<file path="src/hw/opaddr_pkg.sv">
package opaddr_pkg;
   localparam int RF_AW = 12;
   localparam int PM_AW = 16;
   localparam int BYTE_W = 8;
   localparam int NIB_W = 4;
   localparam logic [7:0] ESC_LO = 8'he0;
   localparam logic [7:0] ESC_HI = 8'hef;
   localparam logic [3:0] PAIR_EVEN_MASK = 4'he;
   localparam logic [11:0] RF_RST = 12'h000;
   localparam logic [15:0] PM_RST = 16'h0000;
   localparam logic [7:0] BYTE_RST = 8'h00;
   // operand forms
   typedef enum logic [3:0] {
      FORM_WREG = 4'h0,
      FORM_WPAIR = 4'h1,
      FORM_REG = 4'h2,
      FORM_RPAIR = 4'h3,
      FORM_IND_WREG = 4'h4,
      FORM_IND_WPAIR = 4'h5,
      FORM_IND_REG = 4'h6,
      FORM_IND_PAIR_JUMP = 4'h7,
      FORM_INDEXED = 4'h8,
      FORM_IMMEDIATE = 4'h9,
      FORM_DIRECT = 4'ha,
      FORM_RELATIVE = 4'hb,
      FORM_DECREMENT_JUMP_NONZERO = 4'hc
   } form_t;
   // condition field codes
   localparam logic [3:0] CC_F = 4'h0;
   localparam logic [3:0] CC_LT = 4'h1;
   localparam logic [3:0] CC_LE = 4'h2;
   localparam logic [3:0] CC_ULE = 4'h3;
   localparam logic [3:0] CC_OV = 4'h4;
   localparam logic [3:0] CC_MI = 4'h5;
   localparam logic [3:0] CC_EQ = 4'h6;
   localparam logic [3:0] CC_CY = 4'h7;
   localparam logic [3:0] CC_T = 4'h8;
   localparam logic [3:0] CC_GE = 4'h9;
   localparam logic [3:0] CC_GT = 4'ha;
   localparam logic [3:0] CC_UGT = 4'hb;
   localparam logic [3:0] CC_NOV = 4'hc;
   localparam logic [3:0] CC_PL = 4'hd;
   localparam logic [3:0] CC_NE = 4'he;
   localparam logic [3:0] CC_NC = 4'hf;
endpackage

</file>
<file path="src/hw/condition_test.sv">
`timescale 1ns/10ps
module condition_test
   import opaddr_pkg::*;
(
   // field and flags
   input wire logic [3:0] condition_field_in,
   input wire logic carry_in,
   input wire logic zero_in,
   input wire logic sign_in,
   input wire logic overflow_in,
   // result
   output logic pass_out
);
   always_comb begin
      case (condition_field_in)
         CC_F: pass_out = 1'b0;
         CC_LT: pass_out = sign_in ^ overflow_in;
         CC_LE: pass_out = zero_in | (sign_in ^ overflow_in);
         CC_ULE: pass_out = carry_in | zero_in;
         CC_OV: pass_out = overflow_in;
         CC_MI: pass_out = sign_in;
         CC_EQ: pass_out = zero_in;
         CC_CY: pass_out = carry_in;
         CC_T: pass_out = 1'b1;
         CC_GE: pass_out = ~(sign_in ^ overflow_in);
         CC_GT: pass_out = ~(zero_in | (sign_in ^ overflow_in));
         CC_UGT: pass_out = ~(carry_in | zero_in);
         CC_NOV: pass_out = ~overflow_in;
         CC_PL: pass_out = ~sign_in;
         CC_NE: pass_out = ~zero_in;
         CC_NC: pass_out = ~carry_in;
         default: pass_out = 1'b0;
      endcase
   end
endmodule

</file>
<file path="src/hw/operand_address_generation.sv">
`timescale 1ns/10ps
module operand_address_generation
   import opaddr_pkg::*;
(
   // clock and reset
   input wire logic clk_sys_in,
   input wire logic rst_in,
   // request
   input wire logic req_valid_in,
   input wire form_t form_in,
   input wire logic [7:0] register_pointer_in,
   input wire logic [7:0] operand_in,
   input wire logic [7:0] base_in,
   input wire logic [7:0] fetched_byte_in,
   input wire logic [15:0] fetched_word_in,
   input wire logic pair_to_memory_in,
   input wire logic [7:0] immediate_operand_in,
   input wire logic [15:0] direct_jump_address_in,
   input wire logic [7:0] relative_jump_offset_in,
   input wire logic [15:0] next_pc_in,
   input wire logic [3:0] condition_field_in,
   input wire logic use_condition_in,
   input wire logic decrement_jump_nonzero_count_nonzero_in,
   // flags
   input wire logic carry_in,
   input wire logic zero_in,
   input wire logic sign_in,
   input wire logic overflow_in,
   // result
   output logic valid_out,
   output logic [11:0] rf_addr_out,
   output logic rf_addr_valid_out,
   output logic [15:0] pm_addr_out,
   output logic pm_addr_valid_out,
   output logic [7:0] immediate_operand_out,
   output logic imm_valid_out,
   output logic [15:0] pc_out,
   output logic pc_load_out,
   output logic odd_pair_out
);
   logic cond_pass;
   logic [3:0] rp_lo;
   logic [3:0] rp_hi;
   logic [11:0] wreg_addr;
   logic [11:0] reg8_addr;
   logic [7:0] idx_sum;
   logic [15:0] rel_target;
   logic [15:0] rel_ext;
   logic esc_hit;
   logic jump_ok;
   logic [3:0] pair_even;
   logic valid_d, valid_q;
   logic [11:0] rf_d, rf_q;
   logic rfv_d, rfv_q;
   logic [15:0] pm_d, pm_q;
   logic pmv_d, pmv_q;
   logic [7:0] imm_d, imm_q;
   logic immv_d, immv_q;
   logic [15:0] pc_d, pc_q;
   logic pcl_d, pcl_q;
   logic odd_d, odd_q;

   condition_test u_cond (
      .condition_field_in(condition_field_in),
      .carry_in(carry_in),
      .zero_in(zero_in),
      .sign_in(sign_in),
      .overflow_in(overflow_in),
      .pass_out(cond_pass)
   );

   // page in the low half of the pointer, working group in the high half
   assign rp_lo = register_pointer_in[3:0];
   assign rp_hi = register_pointer_in[7:4];
   // working register number sits in the operand low nibble
   assign wreg_addr = {rp_lo, rp_hi, operand_in[3:0]};
   assign pair_even = operand_in[3:0] & PAIR_EVEN_MASK;
   // escape range redirects into the current working group
   assign esc_hit = (operand_in >= ESC_LO) && (operand_in <= ESC_HI);
   always_comb begin
      if (esc_hit) begin
         reg8_addr = {rp_lo, rp_hi, operand_in[3:0]};
      end else begin
         reg8_addr = {rp_lo, operand_in};
      end
   end
   // carry out dropped so the page nibble is never disturbed
   assign idx_sum = 8'(base_in + fetched_byte_in);
   // sign extension keeps backward jumps backward across the whole counter
   assign rel_ext = {{(PM_AW - BYTE_W){relative_jump_offset_in[BYTE_W-1]}},
                     relative_jump_offset_in};
   assign rel_target = 16'(next_pc_in + rel_ext);

   // a jump is taken with no condition or with a passing flag test
   assign jump_ok = ~use_condition_in | cond_pass;

   // accept strobe follows the request by one edge
   always_comb begin
      valid_d = req_valid_in;
   end

   always_ff @(posedge clk_sys_in or posedge rst_in) begin
      if (rst_in) begin
         valid_q <= 1'b0;
      end else begin
         valid_q <= valid_d;
      end
   end

   // file address holds between requests, only the strobe pulses
   always_comb begin
      rf_d = rf_q;
      rfv_d = 1'b0;
      if (req_valid_in) begin
         case (form_in)
            FORM_WREG: begin
               rf_d = wreg_addr;
               rfv_d = 1'b1;
            end
            FORM_WPAIR: begin
               // odd pair number forced even, flagged on odd_pair_out from the operand low bit
               rf_d = {rp_lo, rp_hi, pair_even};
               rfv_d = 1'b1;
            end
            FORM_REG, FORM_RPAIR: begin
               rf_d = reg8_addr;
               rfv_d = 1'b1;
            end
            FORM_IND_WREG, FORM_IND_REG: begin
               rf_d = {rp_lo, fetched_byte_in};
               rfv_d = 1'b1;
            end
            FORM_IND_WPAIR: begin
               // the memory view of the pair goes to the program address group
               if (!pair_to_memory_in) begin
                  rf_d = fetched_word_in[RF_AW-1:0];
                  rfv_d = 1'b1;
               end
            end
            FORM_INDEXED: begin
               rf_d = {rp_lo, idx_sum};
               rfv_d = 1'b1;
            end
            default: begin
               rfv_d = 1'b0;
            end
         endcase
      end
   end

   always_ff @(posedge clk_sys_in or posedge rst_in) begin
      if (rst_in) begin
         rf_q <= RF_RST;
         rfv_q <= 1'b0;
      end else begin
         rf_q <= rf_d;
         rfv_q <= rfv_d;
      end
   end

   // odd pair flag
   always_comb begin
      odd_d = 1'b0;
      if (req_valid_in && form_in == FORM_WPAIR) begin
         odd_d = operand_in[0];
      end
   end

   always_ff @(posedge clk_sys_in or posedge rst_in) begin
      if (rst_in) begin
         odd_q <= 1'b0;
      end else begin
         odd_q <= odd_d;
      end
   end

   // program memory address from a pair
   always_comb begin
      pm_d = pm_q;
      pmv_d = 1'b0;
      if (req_valid_in && form_in == FORM_IND_WPAIR && pair_to_memory_in) begin
         pm_d = fetched_word_in;
         pmv_d = 1'b1;
      end
   end

   always_ff @(posedge clk_sys_in or posedge rst_in) begin
      if (rst_in) begin
         pm_q <= PM_RST;
         pmv_q <= 1'b0;
      end else begin
         pm_q <= pm_d;
         pmv_q <= pmv_d;
      end
   end

   // immediate byte
   always_comb begin
      imm_d = imm_q;
      immv_d = 1'b0;
      if (req_valid_in && form_in == FORM_IMMEDIATE) begin
         imm_d = immediate_operand_in;
         immv_d = 1'b1;
      end
   end

   always_ff @(posedge clk_sys_in or posedge rst_in) begin
      if (rst_in) begin
         imm_q <= BYTE_RST;
         immv_q <= 1'b0;
      end else begin
         imm_q <= imm_d;
         immv_q <= immv_d;
      end
   end

   // jump target; it moves even when the jump is not taken
   always_comb begin
      pc_d = pc_q;
      if (req_valid_in) begin
         case (form_in)
            FORM_IND_PAIR_JUMP: begin
               pc_d = fetched_word_in;
            end
            FORM_DIRECT: begin
               pc_d = direct_jump_address_in;
            end
            FORM_RELATIVE: begin
               pc_d = rel_target;
            end
            FORM_DECREMENT_JUMP_NONZERO: begin
               pc_d = rel_target;
            end
            default: begin
               pc_d = pc_q;
            end
         endcase
      end
   end

   always_ff @(posedge clk_sys_in or posedge rst_in) begin
      if (rst_in) begin
         pc_q <= PM_RST;
      end else begin
         pc_q <= pc_d;
      end
   end

   // load strobe; the count test stands in for the flag test on a decrement jump
   always_comb begin
      pcl_d = 1'b0;
      if (req_valid_in) begin
         case (form_in)
            FORM_IND_PAIR_JUMP, FORM_DIRECT: begin
               pcl_d = jump_ok;
            end
            FORM_RELATIVE: begin
               pcl_d = jump_ok;
            end
            FORM_DECREMENT_JUMP_NONZERO: begin
               pcl_d = decrement_jump_nonzero_count_nonzero_in;
            end
            default: begin
               pcl_d = 1'b0;
            end
         endcase
      end
   end

   always_ff @(posedge clk_sys_in or posedge rst_in) begin
      if (rst_in) begin
         pcl_q <= 1'b0;
      end else begin
         pcl_q <= pcl_d;
      end
   end

   assign valid_out = valid_q;
   assign rf_addr_out = rf_q;
   assign rf_addr_valid_out = rfv_q;
   assign pm_addr_out = pm_q;
   assign pm_addr_valid_out = pmv_q;
   assign immediate_operand_out = imm_q;
   assign imm_valid_out = immv_q;
   assign pc_out = pc_q;
   assign pc_load_out = pcl_q;
   assign odd_pair_out = odd_q;
endmodule

</file>
<file path="config.mk">
export PLATFORM = sky130hd
export DESIGN_NAME = operand_address_generation
export DESIGN_NICKNAME = d
export VERILOG_FILES = /design/src/hw/opaddr_pkg.sv /design/src/hw/condition_test.sv /design/src/hw/operand_address_generation.sv
export SDC_FILE = /design/constraint.sdc
export NUM_CORES = 1
export LEC_CHECK = 0
export BUFFER_PORTS_ARGS = -buffer_cell sky130_fd_sc_hd__buf_2
export CAP_MARGIN = 5
export CORE_AREA = 2 2 78 117
export DETAILED_ROUTE_END_ITERATION = 7
export DIE_AREA = 0 0 80 119
export HOLD_SLACK_MARGIN = 0.15
export PLACE_DENSITY = 0.8
export SYNTH_ARGS = -nofsm -noshare
export SYNTH_HDL_FRONTEND = slang
export SYNTH_HIERARCHICAL = 1
export SYNTH_SLANG_ARGS = --single-unit
</file>
<file path="constraint.sdc">
create_clock -name clk_sys_in -period 2.03 [get_ports clk_sys_in]
set_input_delay 0.1015 -clock clk_sys_in [delete_from_list [all_inputs] [get_ports clk_sys_in]]
set_output_delay 0.1015 -clock clk_sys_in [all_outputs]
set_load 0.05 [all_outputs]
</file>
==> out/results.tsv <==
stage	metric	value	unit
route	vias	4562	
route	drc	0	
floorplan	start_util	0.474	
floorplan	coreArea	8620	sq um
clock_network	cts-root-buf	clkbuf_16	
logic_synthesis	ys.warnings.count	6	
placed_design	gp_congestion	0.933	
global_routing	grt_pass1_vias	4821	
outcome	status	completed	
timing	fin_crit_sh	0.928	
final_layout	nets	804	
pwr	p_total	5.42	mW
critical_path	cp_data_arrival_time	2.09	ns
logic_synthesis	synth-seq-cells	58	
logic_synthesis	async_reset_ff_frac	1.00	
route	ant_nets	0	
timing	holdWs	0.156	ns
pwr	p_leak	2.92	nW
logic_synthesis	ys_seq_area_frac	0.355	
logic_synthesis	synth_fp_nets	562	
final_layout	multi_input_area	2460	sq um
timing	fin_skew	0	ns
timing	period_minus_slack	1.88	ns
floorplan	num_io_pins	172	
timing	slew_headroom	0.629	
floorplan	die_x	80	microns
floorplan	rows	42	
route	drtIter0Drc	316	
critical_path	cp.required	2.24	ns
route	wirelength	14.2	mm
pwr	powerDensity	897	nW/um^2
timing	slew_viol_final	0	
logic_synthesis	synth_flop_cell	dfrtp_1	
pwr	vdd_ir_drop_max	0.603	mV
route	dr.pass1.iters	5	
placed_design	dp_hpwl	10.5	mm
global_routing	overflow	0	
critical_path	setup.worst_path.end_class	flop	
clock_network	max-clock-path-buffers	2	
global_routing	grt_use_total	0.306	
logic_synthesis	avgSynthCellArea	9.64	sq um
logic_synthesis	syn_inst	424	
timing	max_freq	0.531	GHz
clock_network	htree_levels	3	
global_routing	antenna_found_initial	0	
clock_network	clk_pin_slew	0.06	ns
global_routing	grt_pass1_wl	22.7	mm
timing	finalSetupViolations	0	
final_layout	n_fill_cell	670	
placed_design	io_buffers	171	
route	via_per_inst	5.84	
critical_path	startpoint_type	input pin	
clock_network	clk_latency	0.32	ns
critical_path	setup.worst_path.class	in2reg	
worst_hold_path	hp-class	in2reg	
timing	finalHoldViolCount	0	
timing	grt_setup_unrepaired	false	
final_layout	diodes	0	
logic_synthesis	ys_types	72	
logic_synthesis	syn-cell-area	4090	sq um
floorplan	die-area	9520	sq um
global_routing	grt_max_degree	29	
clock_network	cts_tree	built	
floorplan	dieHeight	119	microns
clock_network	cts_buffers	9	
route	post_drt_wl_per_cell	18.2	microns
final_layout	regArea	1450	sq um
timing	setup-tns-final	0	ns
logic_synthesis	synth_edf_count	0	
final_layout	layout-drive-gt1-share	0.362	
final_layout	synthToLayoutAreaGrowth	47.7	%
timing	worst_pin_slew	0.551	ns
final_layout	finish.utilization	0.701	
clock_network	cts_sinks	58	
flow_run	drv_cap	0	
critical_path	cp_max_fo	4	
-- worst paths after layout --
path                                             from  cells past startpoint  slack, ns              end
setup / recovery                   fetched_byte_in[4]                      7       0.15   rf_addr_out[4]
hold / removal             direct_jump_address_in[13]                      5       0.16       pc_out[13]
setup reg to reg                       rf_addr_out[4]                      3       0.79   rf_addr_out[4]
hold reg to reg                        rf_addr_out[9]                      2       0.48   rf_addr_out[9]
max in group asynchronous                      rst_in                      4       1.17   rf_addr_out[6]
min in group asynchronous                      rst_in                      3       0.29  pm_addr_out[10]
-- cells in the final DEF, fill, tap and decap left out, drive strengths merged, types with 4 or more instances in the layout --
cell	instances
buf	195
dfrtp	58
dlygate4sd3	56
nand2	37
o21ai	35
a21oi	32
nor2	27
mux2	25
ha	22
xnor2	18
nor2b	11
inv	11
a222oi	10
clkbuf	9
a22oi	7
a221oi	7
a21o	7
nand2b	7
o211ai	6
mux2i	6
nor3	6
nor3b	6
nand3	5
a211oi	5
o21a	4
or3	4
o221ai	4
clkinv	4
-- synth_stat cells (3+ instances only) --
cell type   n  area, sq um
dfrtp_1    58         1450
nand2_1    36          135
a21oi_1    32          160
nor2_1     25         93.8
ha_1       22          275
o21ai_0    22          110
xnor2_1    18          158
mux2_2     16          180
o21ai_1    12         60.1
nor2b_1    11         68.8
a222oi_1   10          100
inv_1      10         37.5
mux2_1      9          101
a221oi_1    7         61.3
a22oi_1     7         52.6
clkbuf_1    7         26.3
a21o_1      6         45.0
mux2i_1     6         60.1
nor3_1      6         30.0
o211ai_1    6         45.0
nand2b_1    5         31.3
nand3_1     5         25.0
a211oi_1    4         30.0
buf_6       4         45.0
nor3b_1     4         30.0
o21a_1      4         30.0
a31oi_1     3         18.8
buf_2       3         15.0
buf_4       3         22.5
nor4_1      3         18.8
o21bai_1    3         22.5
o221ai_1    3         26.3
o22ai_1     3         18.8
o31ai_1     3         22.5
or3_1       3         18.8
-- stage by stage --
stage / instance area (sq um) / cells / worst slack, ns
floorplan: 4090 / 424 / 0.240
global placement: 5130 / 709 / 0.0526
detailed placement: 5130 / 709 / 0.00381
CTS: 6040 / 781 / 0.125
global route: 6040 / 781 / 0.0458
finish: 6040 / 781 / 0.147
-- layer usage --
layer | share of wire | up-vias | track usage | wire [microns]
li1 | - | 2098 | - | -
met1 | 0.35 | 2153 | 0.319 | 4920
met2 | 0.53 | 242 | 0.555 | 7590
met3 | 0.063 | 69 | 0.0447 | 898
met4 | 0.057 | 0 | 0.194 | 811
met5 | 0 | - | 0 | 0
-- what timing repair did --
| action | in CTS | in global routing |
|---|---|---|
| buffers inserted | 0 | 0 |
| gates resized for setup | 0 | 1 |
| hold endpoints to repair | 108 | 0 |
| hold buffers | 56 | 0 |
| endpoints found under the setup margin | 0 | 1 |
-- critical path, stage by stage --
cell and delay (ns):
dlygate4sd3_1 0.54, buf_2 0.13, ha_1 0.32, xnor2_1 0.16, a22oi_1 0.17, a31oi_1 0.10, dlygate4sd3_1 0.57
-- state kept, by name, summed over array words and instances (netlist names) --
register and cells:
imm_valid_out 1, immediate_operand_out 8, odd_pair_out 1, pc_load_out 1
pc_out 16, pm_addr_out 16, pm_addr_valid_out 1, rf_addr_out 12
rf_addr_valid_out 1, valid_out 1
-- power by group --
part | switching [mW] | leakage (nW) | total [mW] | internal (mW)
registers | 0.142 | 0.723 | 1.53 | 1.39
logic | 1.46 | 2.02 | 2.15 | 0.687
clock network | 0.542 | 0.169 | 1.74 | 1.20
-- kinds of logic after synthesis --
logic type                 Yosys count  share of synthesized area
adders and majority gates           24                     0.0771
and+or+nand+nor                    120                      0.159
muxes                               32                     0.0900
AOI/OAI and AO/OA                  140                      0.234
DFF                                 58                      0.355
buffers and inverters               31                     0.0447
xor gates and xnor gates            19                     0.0407
-- layout make-up --
class	instances	area share
repair buffers	251	0.266
clock buffers	9	0.0373
well taps	110	0.0228
multi-input cells	335	0.407
flip-flops and latches	58	0.240
clock inverters	7	0.0195
inverters	11	0.00684
Power figures use the tool's default switching activity.
